`config.mk`:
```
export PLATFORM = sky130hd
export DESIGN_NAME = fbc_flash_ctrl_flat
export DESIGN_NICKNAME = d
export VERILOG_FILES = /design/src/common/fbc_if.sv /design/src/fbc_flash_ctrl.sv /design/src/flat_wrapper.sv
export VERILOG_INCLUDE_DIRS = /design/src /design/src/common
export SDC_FILE = /design/constraint.sdc
export NUM_CORES = 1
export LEC_CHECK = 0
export ABC_AREA = 1
export BUFFER_PORTS_ARGS = -buffer_cell sky130_fd_sc_hd__buf_2
export CORE_MARGIN = 3
export CORE_UTILIZATION = 40
export DETAILED_ROUTE_END_ITERATION = 6
export PLACE_DENSITY_LB_ADDON = 0.08
export SLEW_MARGIN = 30
export SYNTH_ARGS = -nofsm -noshare
export SYNTH_HDL_FRONTEND = slang
export SYNTH_SLANG_ARGS = --single-unit
```
`constraint.sdc`:
```
create_clock -name clk -period 1.5 [get_ports clk]
set_input_delay 0.3 -clock clk [delete_from_list [all_inputs] [get_ports clk]]
set_output_delay 0.3 -clock clk [all_outputs]
set_load 0.1 [all_outputs]
```
`src/common/fbc_cfg.svh`:
```
// Constants for the flash erase, write and bank control block.
`ifndef FBC_CFG_SVH
`define FBC_CFG_SVH

// ****************************************
// Device special register map
// ****************************************
`define FBC_SFR_ERASE 16'h0094
`define FBC_SFR_FCTL 16'h00B2
`define FBC_SFR_BANK 16'h00B6
`define FBC_SFR_PGADR 16'h00B7
`define FBC_IO_UNLOCK 16'h2702

// ****************************************
// Field positions
// ****************************************
`define FBC_PWE_BIT 0
`define FBC_MEEN_BIT 1
`define FBC_PSTWR_BIT 2
`define FBC_PEND_BIT 3
`define FBC_PGADR_LSB 2
`define FBC_UNLOCK_LSB 4

// ****************************************
// Reset values and codes
// ****************************************
`define FBC_BANK_RST 2'h1
`define FBC_CMD_PAGE 8'h55
`define FBC_CMD_MASS 8'hAA
`define FBC_UNLOCK_KEY 4'h2
`define FBC_WINDOW_BIT 15

// ****************************************
// Bridge APB register map
// ****************************************
`define FBC_APB_ADDR 12'h000
`define FBC_APB_WDATA 12'h004
`define FBC_APB_CTRL 12'h008
`define FBC_APB_CMD 12'h00C
`define FBC_APB_RESULT 12'h010
`define FBC_APB_PHYS 12'h014

`endif

```
`src/common/fbc_if.sv`:
```
// Link between the core bridge and the flash control logic.
`timescale 1ns/10ps
interface fbc_if;
  logic sfr_wr;
  logic sfr_rd;
  logic [15:0] sfr_addr;
  logic [7:0] sfr_wdata;
  logic [7:0] sfr_rdata;
  logic store;
  logic [15:0] store_addr;
  logic [7:0] store_data;
  logic int_enabled;
  logic [15:0] code_addr;
  logic [16:0] phys_addr;

  modport dev
  (
    input sfr_wr, sfr_rd, sfr_addr, sfr_wdata, store, store_addr,
    input store_data, int_enabled, code_addr,
    output sfr_rdata, phys_addr
  );

  modport core
  (
    output sfr_wr, sfr_rd, sfr_addr, sfr_wdata, store, store_addr,
    output store_data, int_enabled, code_addr,
    input sfr_rdata, phys_addr
  );
endinterface : fbc_if

```
`src/fbc_flash_ctrl.sv`:
```
// Flash erase, posted write and code bank control logic.
// Function
// Bank select maps 32 KB into upper half.
// Lower half always maps fixed region.
// Bank zero mirrors the lower bank.
// Bank n reaches offset n times 0x8000.
// Code 0x55 starts page erase after address.
// Code 0xAA mass erases when enabled, debug on.
// Other erase codes are ignored.
// Mass enable authorises only one erase.
// Page address is bits 7 to 2.
// Page address rewritten before each page erase.
// Pending flag set; further writes dropped.
// Posted write runs when engine busy falls.
// Without posting, writes run at once.
// Write enable stores bytes, self clears.
// Modification allowed only with unlock key 2.
`timescale 1ns/10ps
`include "fbc_cfg.svh"
module fbc_flash_ctrl
(
  input wire logic clk,
  input wire logic rst,
  fbc_if.dev link,
  input wire logic engine_enable,
  input wire logic engine_busy,
  input wire logic debug_port_enable,
  output logic page_erase,
  output logic mass_erase,
  output logic [5:0] erase_page,
  output logic flash_write,
  output logic [16:0] flash_write_addr,
  output logic [7:0] flash_write_data
);

  logic [1:0] bank_q;
  logic [5:0] pgadr_q;
  logic pg_armed_q;
  logic meen_q;
  logic pstwr_q;
  logic pwe_q;
  logic [3:0] unlock_q;
  logic pend_q;
  logic [16:0] pend_addr_q;
  logic [7:0] pend_data_q;
  logic busy_q;
  logic [7:0] rdata_q;
  logic unlocked;
  logic flash_store;
  logic busy_fall;
  logic erase_wr;

  // Maps a code address to the physical flash offset.
  function automatic logic [16:0] map_addr(input logic [15:0] a,
                                           input logic [1:0] bank);
    // upper window banked
    // lower half fixed
    // bank zero mirror
    // offset n times window
    if (a[`FBC_WINDOW_BIT])
      map_addr = {bank, a[14:0]};
    else
      map_addr = {2'h0, a[14:0]};
  endfunction : map_addr

  // unlock key check
  assign unlocked = (unlock_q == `FBC_UNLOCK_KEY);
  // store goes to flash
  assign flash_store = link.store && pwe_q;
  assign busy_fall = busy_q && !engine_busy;
  assign erase_wr = link.sfr_wr && (link.sfr_addr == `FBC_SFR_ERASE);

  // ****************************************
  // Register writes
  // ****************************************
  always_ff @(posedge clk)
  begin
    if (rst)
      bank_q <= `FBC_BANK_RST;
    else if (link.sfr_wr && link.sfr_addr == `FBC_SFR_BANK)
      bank_q <= link.sfr_wdata[1:0];
  end

  always_ff @(posedge clk)
  begin
    if (rst)
      unlock_q <= 4'h0;
    else if (link.sfr_wr && link.sfr_addr == `FBC_IO_UNLOCK)
      unlock_q <= link.sfr_wdata[`FBC_UNLOCK_LSB +: 4];
  end

  always_ff @(posedge clk)
  begin
    if (rst)
      pstwr_q <= 1'b0;
    else if (link.sfr_wr && link.sfr_addr == `FBC_SFR_FCTL)
      pstwr_q <= link.sfr_wdata[`FBC_PSTWR_BIT];
  end

  // page field bits 7 to 2
  always_ff @(posedge clk)
  begin
    if (rst)
      pgadr_q <= 6'h00;
    else if (link.sfr_wr && link.sfr_addr == `FBC_SFR_PGADR)
      pgadr_q <= link.sfr_wdata[`FBC_PGADR_LSB +: 6];
  end

  // page address consumed
  always_ff @(posedge clk)
  begin
    if (rst)
      pg_armed_q <= 1'b0;
    else if (link.sfr_wr && link.sfr_addr == `FBC_SFR_PGADR)
      pg_armed_q <= 1'b1;
    else if (erase_wr && link.sfr_wdata == `FBC_CMD_PAGE)
      pg_armed_q <= 1'b0;
  end

  // mass enable consumed
  always_ff @(posedge clk)
  begin
    if (rst)
      meen_q <= 1'b0;
    else if (link.sfr_wr && link.sfr_addr == `FBC_SFR_FCTL)
      meen_q <= link.sfr_wdata[`FBC_MEEN_BIT];
    else if (erase_wr && link.sfr_wdata == `FBC_CMD_MASS)
      meen_q <= 1'b0;
  end

  // write enable, blocked, self clearing
  always_ff @(posedge clk)
  begin
    if (rst)
      pwe_q <= 1'b0;
    else if (link.sfr_wr && link.sfr_addr == `FBC_SFR_FCTL &&
             !link.int_enabled)
      pwe_q <= link.sfr_wdata[`FBC_PWE_BIT];
    else if (flash_store)
      pwe_q <= 1'b0;
  end

  // ****************************************
  // Erase start
  // ****************************************
  always_ff @(posedge clk)
  begin
    if (rst)
    begin
      page_erase <= 1'b0;
      mass_erase <= 1'b0;
      erase_page <= 6'h00;
    end
    else
    begin
      // page erase code
      // other codes ignored
      page_erase <= erase_wr && link.sfr_wdata == `FBC_CMD_PAGE &&
                    pg_armed_q && unlocked;
      // mass erase code
      mass_erase <= erase_wr && link.sfr_wdata == `FBC_CMD_MASS &&
                    meen_q && debug_port_enable && unlocked;
      erase_page <= pgadr_q;
    end
  end

  // ****************************************
  // Flash write path
  // ****************************************
  always_ff @(posedge clk)
  begin
    if (rst)
      busy_q <= 1'b0;
    else
      busy_q <= engine_busy;
  end

  // pending flag
  // one entry queue
  always_ff @(posedge clk)
  begin
    if (rst)
      pend_q <= 1'b0;
    else if (flash_store && unlocked && pstwr_q && engine_enable &&
             !pend_q)
      pend_q <= 1'b1;
    else if (busy_fall)
      pend_q <= 1'b0;
  end

  always_ff @(posedge clk)
  begin
    if (rst)
    begin
      pend_addr_q <= 17'h0_0000;
      pend_data_q <= 8'h00;
    end
    else if (flash_store && !pend_q)
    begin
      pend_addr_q <= map_addr(link.store_addr, bank_q);
      pend_data_q <= link.store_data;
    end
  end

  always_ff @(posedge clk)
  begin
    if (rst)
    begin
      flash_write <= 1'b0;
      flash_write_addr <= 17'h0_0000;
      flash_write_data <= 8'h00;
    end
    else if (pend_q && busy_fall)
    begin
      // execute on busy fall
      flash_write <= 1'b1;
      flash_write_addr <= pend_addr_q;
      flash_write_data <= pend_data_q;
    end
    else if (flash_store && unlocked && !pend_q &&
             !(pstwr_q && engine_enable))
    begin
      // immediate write
      flash_write <= 1'b1;
      flash_write_addr <= map_addr(link.store_addr, bank_q);
      flash_write_data <= link.store_data;
    end
    else
      flash_write <= 1'b0;
  end

  // ****************************************
  // Read back and code mapping
  // ****************************************
  always_ff @(posedge clk)
  begin
    if (rst)
      rdata_q <= 8'h00;
    else if (link.sfr_rd)
    begin
      case (link.sfr_addr)
        `FBC_SFR_FCTL:
          rdata_q <= {4'h0, pend_q, pstwr_q, 1'b0, pwe_q};
        `FBC_SFR_BANK:
          rdata_q <= {6'h00, bank_q};
        `FBC_IO_UNLOCK:
          rdata_q <= {unlock_q, 4'h0};
        default:
          rdata_q <= 8'h00;
      endcase
    end
  end

  always_ff @(posedge clk)
  begin
    if (rst)
      link.phys_addr <= 17'h0_0000;
    else
      link.phys_addr <= map_addr(link.code_addr, bank_q);
  end

  assign link.sfr_rdata = rdata_q;

endmodule : fbc_flash_ctrl

```
`src/flat_wrapper.sv`:
```
// flat-port wrapper written by rule: the top's interface ports become plain ports
module fbc_flash_ctrl_flat 
  (clk, rst, engine_enable, engine_busy, debug_port_enable, page_erase, mass_erase, erase_page, flash_write, flash_write_addr, flash_write_data, link_sfr_wr, link_sfr_rd, link_sfr_addr, link_sfr_wdata, link_store, link_store_addr, link_store_data, link_int_enabled, link_code_addr, link_sfr_rdata, link_phys_addr);
  fbc_if link_i ();
  input wire logic clk;
  input wire logic rst;
  input wire logic engine_enable;
  input wire logic engine_busy;
  input wire logic debug_port_enable;
  output logic page_erase;
  output logic mass_erase;
  output logic [5:0] erase_page;
  output logic flash_write;
  output logic [16:0] flash_write_addr;
  output logic [7:0] flash_write_data;
  input wire logic [$bits(link_i.sfr_wr)-1:0] link_sfr_wr;
  input wire logic [$bits(link_i.sfr_rd)-1:0] link_sfr_rd;
  input wire logic [$bits(link_i.sfr_addr)-1:0] link_sfr_addr;
  input wire logic [$bits(link_i.sfr_wdata)-1:0] link_sfr_wdata;
  input wire logic [$bits(link_i.store)-1:0] link_store;
  input wire logic [$bits(link_i.store_addr)-1:0] link_store_addr;
  input wire logic [$bits(link_i.store_data)-1:0] link_store_data;
  input wire logic [$bits(link_i.int_enabled)-1:0] link_int_enabled;
  input wire logic [$bits(link_i.code_addr)-1:0] link_code_addr;
  output wire logic [$bits(link_i.sfr_rdata)-1:0] link_sfr_rdata;
  output wire logic [$bits(link_i.phys_addr)-1:0] link_phys_addr;
  assign link_i.sfr_wr = link_sfr_wr;
  assign link_i.sfr_rd = link_sfr_rd;
  assign link_i.sfr_addr = link_sfr_addr;
  assign link_i.sfr_wdata = link_sfr_wdata;
  assign link_i.store = link_store;
  assign link_i.store_addr = link_store_addr;
  assign link_i.store_data = link_store_data;
  assign link_i.int_enabled = link_int_enabled;
  assign link_i.code_addr = link_code_addr;
  assign link_sfr_rdata = link_i.sfr_rdata;
  assign link_phys_addr = link_i.phys_addr;
  fbc_flash_ctrl u_core (.clk(clk), .rst(rst), .link(link_i), .engine_enable(engine_enable), .engine_busy(engine_busy), .debug_port_enable(debug_port_enable), .page_erase(page_erase), .mass_erase(mass_erase), .erase_page(erase_page), .flash_write(flash_write), .flash_write_addr(flash_write_addr), .flash_write_data(flash_write_data));
endmodule
```
==> out/summary.log, run 1 <==
qor: route.route.vias.total 3878
qor: global_routing.grt_pass1_wl 16700 um
qor: setup_path.timing.critical_path.required 1.20 ns
qor: cells_and_area.layout.filler_cells 981
qor: hold_path.hold_class in -> reg
qor: synthesis.postSynthAreaPerCell 7.27 um2
qor: setup_path.cpPeakStageDelay 0.43 ns
qor: synthesis.yosysTopAreaCell dfxtp_1
qor: sta.timing.max_slew.rel_slack 66.9%
qor: floorplan.die_ht 107 um
qor: route.drt-pass1-iter-count 5
qor: clock_network.clk_root_buffer_cell clkbuf_8
qor: sta.finalClockSkew 0.0112 ns
qor: synthesis.combinational_family_with_the_most_area_after_synthesis simple AND/OR/NAND/NOR gates
qor: global_routing.grt_antenna_before_repair 0
qor: synthesis.synth.net_count 634
qor: global_routing.first_global_vias 3658
qor: setup_path.worst-r2r-cell-count 6
qor: hold_path.hold_start link_code_addr[11]
qor: route.route.detailed.vias_per_inst 4.71
qor: sta.rsz0062_at_grt false
qor: clock_network.clock_tree_from_tritoncts built
qor: setup_path.r2r_setup_slack 0.15 ns
qor: synthesis.post_synth_mux_area_share 0%
qor: setup_path.r2r_end u_core.flash_write_addr[5]
qor: synthesis.post_synth_xor_area_fraction 0%
qor: sta.timing.final.hold_violations 0
qor: global_routing.gr-usage-all-layers 17.9%
qor: route.routed_wl 9920 um
qor: pwr.power.internal 3.59 mW
qor: floorplan.die_area 11400 um2
qor: floorplan.initial_utilization 41.3%
qor: floorplan.core_area 9860 um2
qor: sta.timing.final.ws_setup 0.0615 ns
qor: synthesis.synth_adder_area_share 0%
qor: pwr.max-vdd-ir-drop 542 uV
qor: synthesis.synth_top_area_share 50.1%
qor: clock_network.cts_post_setup_buffers_inserted 0
qor: synthesis.yosys.cell_types.count 28
qor: floorplan.ioPinCount 132
qor: route.drt_first_iter_violations 222
qor: synthesis.ys_seq_elements 102
qor: pwr.seq_pwr_share 55.3%
qor: sta.setup_violations 0
qor: route.drc 0
qor: synthesis.post_synthesis_simple_gate_area_fraction 29.3%
qor: clock_network.sink_count_of_the_clock_tree 102
qor: synthesis.post_synth_instance_area 4080 um2
qor: floorplan.rows 36
qor: hold_path.holdPathEnd u_core.link.phys_addr[11]
qor: sta.final-max-slew-violation-count 0
qor: cells_and_area.layout.nets 758
qor: clock_network.cts.hold.buffers_added 0
qor: hold_path.worstHoldPathCells 3
qor: place.dpl_worst_slack -0.0173 ns
qor: sta.max_freq 695 MHz
qor: setup_path.worst_path_max_delay_cell buf_2
qor: route.final_antenna_net_count 0
qor: floorplan.floorplan.die.width 107 um
qor: synthesis.yosys_warnings 0
qor: cells_and_area.layout_cell_share_with_drive_strength_beyond_1 24.6%
qor: clock_network.worstSkewPairLatency 0.35 ns
qor: pwr.power.switching 1.38 mW
qor: pwr.power_density 979 nW/um2
qor: pwr.swShare 27.8%
qor: route.drt-wirelength-per-cell 12.1 um
qor: status.status finished clean
qor: place.placer_s_final_routability_congestion_estimate 0.795
qor: place.dp_hpwl 7100 um
qor: clock_network.cts-htree-levels 3
qor: sta.fin_tns_setup 0 ns
qor: clock_network.cts.path.max_buffers 2
qor: clock_network.cts.clk_slew.worst_paths 0.11 ns
qor: cells_and_area.antenna-diode-count 0
qor: place.portBuffers 131
qor: sta.final_min_period_over_clock_period 95.9%
qor: global_routing.grt_max_degree 38
qor: pwr.clock_power_share 33.8%
qor: cells_and_area.layout.core_utilization 51.4%
qor: synthesis.yosysSeqAreaShare 50.1%
qor: setup_path.timing.critical_path.cells buf_2
qor: sta.layout_min_cycle_time 1.44 ns
qor: setup_path.worst-path-buf-inv 1
qor: synthesis.yosys-top-cells-area dfxtp_1, nand2_1, nor2_1, a21oi_1, nand3_1
qor: synthesis.synth-compound-area-share 11.9%
qor: synthesis.synthesis.instances 561
qor: setup_path.path_max_fanout 2
qor: flow_run.drv.max_cap_violation_count 0
qor: pwr.pwr-share-comb 10.8%
qor: pwr.power_leakage 2.41 nW
qor: global_routing.global_route.overflow_total 0
qor: sta.worst-slew-pin-transition 0.500 ns
qor: clock_network.cts.repair.resized 0
qor: setup_path.cp-end-kind output pin
qor: setup_path.timing_worst_setup_path_type reg -> out
qor: sta.hold_slack 0.134 ns
qor: setup_path.critPathArrivalTime 1.14 ns
qor: setup_path.crit-reg2reg-launch u_core.unlock_q[1]
qor: pwr.totalPowerFinal 4.97 mW
qor: cells_and_area.synthToLayoutAreaGrowth 24.3%
qor: setup_path.cpLargestDelayFamily buffers and inverters
qor: clock_network.numCtsBuffers 9
qor: setup_path.crit_path_start_kind flip-flop
-- layout make-up --
type | count | area, um2 | area share [%]
Sequential cell | 102 | 2040 | 40.3
Multi-Input combinational cell | 375 | 1700 | 33.5
Timing Repair Buffer | 143 | 762 | 15.0
Inverter | 54 | 208 | 4.10
Tap cell | 133 | 166 | 3.28
Clock buffer | 11 | 151 | 2.99
Clock inverter | 5 | 41.3 | 0.814
-- synth_stat cells --
| cell | n |
|---|---|
| nor2_1 | 92 |
| nor3_1 | 1 |
| nor2_2 | 2 |
| and2_1 | 1 |
| nor2_4 | 1 |
| buf_1 | 3 |
| nand2_1 | 122 |
| a21oi_1 | 53 |
| inv_1 | 52 |
| o21ai_0 | 40 |
| o21ai_1 | 4 |
| dfxtp_1 | 102 |
| nand3_2 | 1 |
| inv_2 | 1 |
| nor3_4 | 1 |
| nand4_2 | 1 |
| nor4_1 | 1 |
| nand3_1 | 41 |
| nand3_4 | 1 |
| nand3b_1 | 1 |
| nand2_4 | 1 |
| buf_2 | 9 |
| nand4_1 | 9 |
| clkinv_2 | 1 |
| and3_1 | 2 |
| buf_6 | 3 |
| clkbuf_1 | 13 |
| buf_4 | 2 |
-- logic make-up (layout without fill, tap and decap cells) --
group / Yosys count / count (layout)
compound gates: 97 / 97
flops: 102 / 102
buf+inv: 84 / 213
simple gates: 278 / 278
-- cells in the final DEF, fill, tap and decap left out --
cell        synthesis  routed
a21oi_1            53      53
and2_1              1       1
and3_1              2       2
buf_12              0       1
buf_2               9     131
buf_4               2      10
buf_6               3       1
clkbuf_8            0      11
clkinv_4            0       1
clkinvlp_4          0       2
dfxtp_1           102     102
inv_1              52      52
inv_4               0       2
inv_6               0       2
nand2_1           122     122
nand2_8             0       1
nand3_1            41      40
nand3_2             1       1
nand3_4             1       2
nand3b_1            1       1
nand4_1             9       9
nand4_2             1       1
nor2_1             92      92
nor2_2              2       2
nor2_4              1       1
nor3_1              1       1
nor3_4              1       1
nor4_1              1       1
o21ai_0            40      40
o21ai_1             4       4
-- per-layer routing --
layer	up-vias	track usage, %	part of all wire [%]
met5	-	0	0
met4	0	5.11	0.99
met3	6	4.21	7.0
met2	100	29.1	46
met1	1746	23.6	46
li1	2026	-	-
-- power by group through the flow --
stage / Clock, mW / Sequential (mW) / Combinational, mW
CTS: 1.75 / 2.75 / 0.541
floorplan: 0 / 3.04 / 0.125
global placement: 0 / 2.81 / 0.535
global route: 1.85 / 2.75 / 0.583
detailed placement: 0 / 2.81 / 0.540
finish: 1.68 / 2.75 / 0.538
-- registers in the layout (all words and copies together) (netlist names), 2 cells and up --
register,flops
u_core.flash_write_addr,17
u_core.link.phys_addr,17
u_core.pend_addr_q,17
u_core.flash_write_data,8
u_core.link.sfr_rdata,8
u_core.pend_data_q,8
u_core.erase_page,6
u_core.pgadr_q,6
u_core.unlock_q,4
u_core.bank_q,2
-- metrics by stage --
step	cells	cell area (um2)
after floorplan	561	4080
after global placement	807	4850
after detailed placement	807	4850
after CTS	823	5050
after global routing	823	5070
final	823	5070
-- how the worst max path moves through the flow --
stage / from / to / slack, ns / cells after the start
after CTS: u_core.link.sfr_rdata[6] / link_sfr_rdata[6] / 0.04 / 1
after global placement: link_sfr_addr[11] / u_core.pgadr_q[0] / 0.03 / 7
final: u_core.link.sfr_rdata[6] / link_sfr_rdata[6] / 0.06 / 1
after global routing: u_core.flash_write_addr[8] / flash_write_addr[8] / 0.004 / 1
after detailed placement: link_sfr_addr[11] / u_core.pgadr_q[0] / -0.02 / 7
after floorplan: u_core.flash_write_addr[1] / u_core.flash_write_addr[1] / 0.21 / 2
No activity file was read; power rests on OpenSTA's default activity.
==> run 2, diff against run 1 <==
--- a/config.mk
+++ b/config.mk
@@ -11,8 +11,7 @@
 export CORE_MARGIN = 3
 export CORE_UTILIZATION = 40
 export DETAILED_ROUTE_END_ITERATION = 6
-export PLACE_DENSITY_LB_ADDON = 0.08
-export SLEW_MARGIN = 30
+export PLACE_DENSITY = 0.68
 export SYNTH_ARGS = -nofsm -noshare
 export SYNTH_HDL_FRONTEND = slang
 export SYNTH_SLANG_ARGS = --single-unit
==> constraint.sdc (replaced) <==
create_clock -name clk -period 1.2 [get_ports clk]
set_input_delay 0.24 -clock clk [delete_from_list [all_inputs] [get_ports clk]]
set_output_delay 0.24 -clock clk [all_outputs]
set_load 0.1 [all_outputs]
==> out/summary.log, run 2 (same netlist as run 1, synthesis figures left out) <==
qor: status.status complete, but fails checks
qor: status.failed_checks negative setup slack
qor: sta.timing.final.hold_violations 0
qor: pwr.swShare 28.0%
qor: global_routing.grtUsageMet3 6.02%
qor: global_routing.global_route.overflow_total 0
qor: route.route.detailed.vias_per_inst 4.89
qor: sta.final_min_period_over_clock_period 105%
qor: setup_path.crit_path_start_kind flip-flop
qor: pwr.power.internal 4.58 mW
qor: setup_path.cp-end-kind flip-flop
qor: floorplan.core_area 9860 um2
qor: pwr.power.switching 1.78 mW
qor: cells_and_area.antenna-diode-count 0
qor: setup_path.cpPeakStageDelay 0.34 ns
qor: clock_network.cts-htree-levels 3
qor: route.drt_first_iter_violations 227
qor: global_routing.globalRouteMet1Util 21.9%
qor: setup_path.path_max_fanout 7
qor: clock_network.clk_root_buffer_cell clkbuf_8
qor: place.post_dp_cell_area 5980 um2
qor: cells_and_area.multiInputGateArea 1860 um2
qor: cells_and_area.layout.filler_cells 806
qor: pwr.pwr-share-comb 13.0%
qor: route.drc 0
qor: place.portBuffers 131
qor: sta.rsz0062_at_grt true
qor: setup_path.worst-path-buf-inv 3
qor: floorplan.rows 36
qor: pwr.seq_pwr_share 54.3%
qor: clock_network.cts.path.max_buffers 2
qor: cells_and_area.layout.core_utilization 66.4%
qor: place.placer_s_final_routability_congestion_estimate 0.837
qor: sta.timing.final.ws_setup -0.0551 ns
qor: pwr.clock_power_share 32.6%
qor: pwr.max-vdd-ir-drop 855 uV
qor: global_routing.gr-usage-all-layers 18.6%
qor: global_routing.grt_util_met2 32.6%
qor: clock_network.sink_count_of_the_clock_tree 102
qor: global_routing.grt_antenna_before_repair 0
qor: cells_and_area.largestRegisters u_core.flash_write_addr (17), u_core.link.phys_addr (17), u_core.pend_addr_q (17)
qor: cells_and_area.stdcell_area 6550 um2
qor: route.drt-pass1-iter-count 5
qor: route.drt-wirelength-per-cell 13.1 um
qor: cells_and_area.layout.nets 793
qor: route.route.vias.total 4197
qor: sta.worst-slew-pin-transition 0.291 ns
qor: cells_and_area.seq_area 2100 um2
qor: clock_network.cts.clk_slew.worst_paths 0.10 ns
qor: floorplan.ioPinCount 132
qor: global_routing.top_usage_layer met2
qor: setup_path.worst_path_max_delay_cell dfxtp_2
qor: clock_network.numCtsBuffers 9
qor: setup_path.critPathArrivalTime 1.50 ns
qor: route.routed_wl 11200 um
qor: sta.final-max-slew-violation-count 0
qor: cells_and_area.final_common_cell nand2_1
qor: sta.setup_violations 25
qor: sta.timing.max_slew.rel_slack 80.4%
qor: setup_path.cpLargestDelayFamily buffers and inverters
qor: clock_network.worstSkewPairLatency 0.36 ns
qor: clock_network.clock_tree_from_tritoncts built
qor: sta.layout_min_cycle_time 1.26 ns
qor: pwr.power_leakage 2.86 nW
qor: flow_run.drv.max_cap_violation_count 0
qor: cells_and_area.layout_cell_share_with_drive_strength_beyond_1 38.2%
qor: floorplan.die_ht 107 um
qor: cells_and_area.most_frequent_cells_in_the_layout nand2_1, nor2_1, buf_2
qor: floorplan.initial_utilization 41.3%
qor: place.dp_hpwl 8220 um
qor: sta.max_freq 797 MHz
qor: setup_path.timing_worst_setup_path_type reg -> reg
qor: setup_path.timing.critical_path.required 1.44 ns
qor: setup_path.timing.critical_path.cells inv_2, nand2_4, nor3_4, nand3_4, buf_12, clkbuf_16, nand3_2, a21oi_1
qor: global_routing.grt_pass1_wl 17400 um
qor: cells_and_area.synthToLayoutAreaGrowth 60.6%
qor: route.final_antenna_net_count 0
qor: hold_path.hold_class in -> reg
qor: sta.finalClockSkew 0.0151 ns
qor: floorplan.floorplan.die.width 107 um
qor: clock_network.cts.hold.buffers_added 0
qor: pwr.power_density 971 nW/um2
qor: floorplan.die_area 11400 um2
qor: global_routing.first_global_vias 3890
qor: global_routing.grt_max_degree 44
## run 2: changes by cell type in the layout (fill, tap and decap cells not counted), sizes merged
cell / change
clkinv: +2
nand2: +2
clkbuf: +2
buf: +30
inv: -1
## run 2: worst paths after layout
path	slack, ns	endpoint	cells after the start	from
hold reg to reg	0.44	u_core.erase_page[2]	2	u_core.pgadr_q[2]
hold / removal	0.07	u_core.link.phys_addr[10]	3	link_code_addr[10]
setup reg to reg	-0.06	u_core.flash_write_addr[5]	8	u_core.unlock_q[0]
setup / recovery	-0.06	u_core.flash_write_addr[5]	8	u_core.unlock_q[0]
## run 2: metal layers
layer  share of wire (%)  routed length [um]  vias to the layer above
li1                    -                   -                     2111
met1                  41                4620                     1921
met2                  50                5610                      155
met3                 7.9                 885                       10
met4                0.93                 104                        0
met5                   0                   0                        -
## run 2: worst reg2reg max path, stage by stage (launching register included)
cell       delay, ns
dfxtp_2         0.34
inv_2           0.07
nand2_4         0.05
nor3_4          0.16
nand3_4         0.10
buf_12          0.16
clkbuf_16       0.17
nand3_2         0.05
a21oi_1         0.06
## run 2: metrics by stage
step	total power [mW]	hold slack (ns)	TNS [ns]	instances	setup slack [ns]
2_1_floorplan	3.96	0.347	0	561	0.0159
3_3_place_gp	4.35	0.424	-3.49	830	-0.125
3_5_place_dp	4.36	0.428	-6.12	830	-0.151
4_1_cts	6.42	0.0617	-1.30	850	-0.0658
5_1_grt	6.60	0.0592	-2.90	858	-0.136
6_report	6.36	0.0743	-0.884	858	-0.0551
## run 2: final cells by class
cell class | instances | share of cell area (%)
Timing Repair Buffer | 176 | 30.6
Tap cell | 133 | 2.54
Sequential cell | 102 | 32.1
Multi-Input combinational cell | 377 | 28.4
Clock inverter | 6 | 0.840
Clock buffer | 10 | 2.10
Inverter | 54 | 3.36
## run 2: power by group through the flow
| stage | clock, mW | sequential, mW | combinational [mW] |
|---|---|---|---|
| finish | 2.08 | 3.46 | 0.828 |
| global route | 2.25 | 3.46 | 0.883 |
| CTS | 2.13 | 3.46 | 0.824 |
| detailed placement | 0 | 3.54 | 0.820 |
| global placement | 0 | 3.54 | 0.805 |
| floorplan | 0 | 3.81 | 0.156 |
## run 2: timing repair
item,in CTS,in global routing
cloned,1,5
endpoints found under the setup margin,48,55
buffers inserted,3,3
resized for setup,26,39
pin swaps,0,3
==> run 3, diff against run 2 <==
--- a/config.mk
+++ b/config.mk
@@ -12,6 +12,7 @@
 export CORE_UTILIZATION = 40
 export DETAILED_ROUTE_END_ITERATION = 6
 export PLACE_DENSITY = 0.68
+export SETUP_SLACK_MARGIN = 0.15
 export SYNTH_ARGS = -nofsm -noshare
 export SYNTH_HDL_FRONTEND = slang
 export SYNTH_SLANG_ARGS = --single-unit
==> out/summary.log, run 3 (same netlist as run 1, synthesis figures left out) <==
qor: route.top_layer_used met4
qor: pwr.clock_power_share 31.1%
qor: clock_network.clk_root_buffer_cell clkbuf_8
qor: sta.rsz0062_at_grt true
qor: cells_and_area.layout.nets 812
qor: cells_and_area.most_frequent_cells_in_the_layout nand2_1, nor2_1, buf_2
qor: sta.timing.final.ws_setup -0.260 ns
qor: route.drt-pass1-iter-count 5
qor: clock_network.worstSkewPairLatency 0.37 ns
qor: cells_and_area.synthToLayoutAreaGrowth 72.7%
qor: global_routing.grt_pass1_wl 19500 um
qor: flow_run.drv.max_cap_violation_count 0
qor: route.drt-wirelength-per-cell 16.1 um
qor: place.portBuffers 131
qor: sta.layout_min_cycle_time 1.46 ns
qor: route.drt_first_iter_violations 263
qor: setup_path.cp-end-kind flip-flop
qor: route.wl_met2 7320 um
qor: sta.worst-slew-pin-transition 0.452 ns
qor: sta.timing.max_slew.rel_slack 69.9%
qor: clock_network.clock_tree_from_tritoncts built
qor: pwr.power.internal 4.52 mW
qor: clock_network.cts-htree-levels 3
qor: cells_and_area.layout_cell_share_with_drive_strength_beyond_1 46.9%
qor: cells_and_area.non_filler_cells_final 877
qor: clock_network.cts.path.max_buffers 2
qor: sta.final_min_period_over_clock_period 122%
qor: sta.timing.final.hold_violations 0
qor: clock_network.sink_count_of_the_clock_tree 102
qor: floorplan.floorplan.die.width 107 um
qor: global_routing.grt_antenna_before_repair 0
qor: sta.max_freq 685 MHz
qor: floorplan.initial_utilization 41.3%
qor: place.place.detailed.instances 821
qor: pwr.swShare 28.7%
qor: setup_path.critPathArrivalTime 1.73 ns
qor: setup_path.cpPeakStageDelay 0.34 ns
qor: pwr.power.switching 1.81 mW
qor: status.status complete, but fails checks
qor: sta.fin_tns_setup -6.55 ns
qor: sta.final-max-slew-violation-count 0
qor: clock_network.numCtsBuffers 9
qor: pwr.pwr-share-comb 14.3%
qor: floorplan.core_area 9860 um2
qor: route.route.detailed.vias_per_inst 5.14
qor: cells_and_area.final_common_cell nand2_1
qor: pwr.max-vdd-ir-drop 642 uV
qor: pwr.power_leakage 2.99 nW
qor: setup_path.path_max_fanout 6
qor: setup_path.cpLargestDelayFamily simple AND/OR/NAND/NOR gates
qor: floorplan.ioPinCount 132
qor: setup_path.timing.critical_path.required 1.47 ns
qor: place.dp_hpwl 8220 um
qor: place.placer_s_final_routability_congestion_estimate 0.847
qor: route.met3RoutedLength 950 um
qor: route.route.vias.total 4505
qor: global_routing.grt_max_degree 40
qor: setup_path.worst-path-buf-inv 2
qor: hold_path.hold_class in -> reg
qor: pwr.power_density 899 nW/um2
qor: cells_and_area.antenna-diode-count 0
qor: setup_path.timing.critical_path.cells inv_2, nand2_4, nor3_4, nand3_4, buf_6, nand2_4, nand2_1, a21oi_1
qor: route.met1_length 5420 um
qor: setup_path.critPathMostFrequentCell nand2_4
qor: route.drc 0
qor: setup_path.worst_path_max_delay_cell dfxtp_2
qor: global_routing.global_route.overflow_total 0
qor: pwr.seq_pwr_share 54.6%
qor: route.final_antenna_net_count 0
qor: global_routing.first_global_vias 4154
qor: sta.finalClockSkew 0.0152 ns
qor: floorplan.die_area 11400 um2
qor: cells_and_area.largestRegisters u_core.flash_write_addr (17), u_core.link.phys_addr (17), u_core.pend_addr_q (17)
qor: setup_path.timing_worst_setup_path_type reg -> reg
qor: clock_network.cts.clk_slew.worst_paths 0.10 ns
qor: status.failed_checks negative setup slack
qor: global_routing.gr-usage-all-layers 21.4%
qor: floorplan.die_ht 107 um
qor: sta.setup_violations 52
qor: route.routed_wl 14100 um
qor: floorplan.rows 36
qor: setup_path.crit_path_start_kind flip-flop
[run 3: worst paths after layout]
path	from	endpoint	slack, ns	depth (start not counted)
min	link_code_addr[6]	u_core.link.phys_addr[6]	0.06	3
min reg2reg	u_core.pgadr_q[3]	u_core.erase_page[3]	0.43	2
max	u_core.unlock_q[0]	u_core.flash_write_addr[15]	-0.26	8
max reg2reg	u_core.unlock_q[0]	u_core.flash_write_addr[15]	-0.26	8
[run 3: worst min-delay path: cells and delay by family]
kind | cells | cell delay [ns]
buffers and inverters | 2 | 0.13
AND/OR/NAND/NOR | 1 | 0.03
[run 3: what timing repair did]
item                                    CTS  global route
pin swaps                                11            15
endpoints found under the setup margin  112           123
gates cloned                              3             8
hold buffers                              0             0
setup buffers                            17            12
gates resized for setup                  66            60
[run 3: per-layer routing]
layer  vias to the layer above  track usage (%)
met2                       207             37.0
met4                         0             7.58
met1                      2110             26.8
met5                         -                0
met3                        42             3.91
li1                       2146                -
[run 3: final cells by class]
cell class / count / area [um2]
fill: 672 / 2820
inverter: 54 / 233
clock buffer: 12 / 135
timing repair buffer: 188 / 2120
clock inverter: 4 / 31.3
tap: 133 / 166
timing repair inverter: 6 / 91.3
sequential: 102 / 2140
multi-input combinational: 378 / 2130
[run 3: power groups by stage]
| stage | sequential (mW) | clock (mW) | combinational, mW |
|---|---|---|---|
| 4_1_cts | 3.47 | 1.98 | 0.870 |
| 6_report | 3.46 | 1.97 | 0.905 |
| 3_3_place_gp | 3.54 | 0 | 0.831 |
| 2_1_floorplan | 3.81 | 0 | 0.169 |
| 3_5_place_dp | 3.54 | 0 | 0.844 |
| 5_1_grt | 3.46 | 2.11 | 0.953 |
[run 3: per-stage QoR]
stage / hold slack, ns / instance area, um2 / power, mW / setup WS [ns] / utilization [%]
after floorplan: 0.340 / 4270 / 3.98 / 0.0329 / -
after global placement: 0.413 / 6000 / 4.37 / -0.113 / 60.8
after detailed placement: 0.421 / 6000 / 4.39 / -0.157 / 60.8
after CTS: 0.0507 / 6570 / 6.31 / -0.0825 / 66.6
after global routing: 0.0562 / 7040 / 6.52 / -0.312 / 71.4
final: 0.0595 / 7040 / 6.33 / -0.260 / 71.4
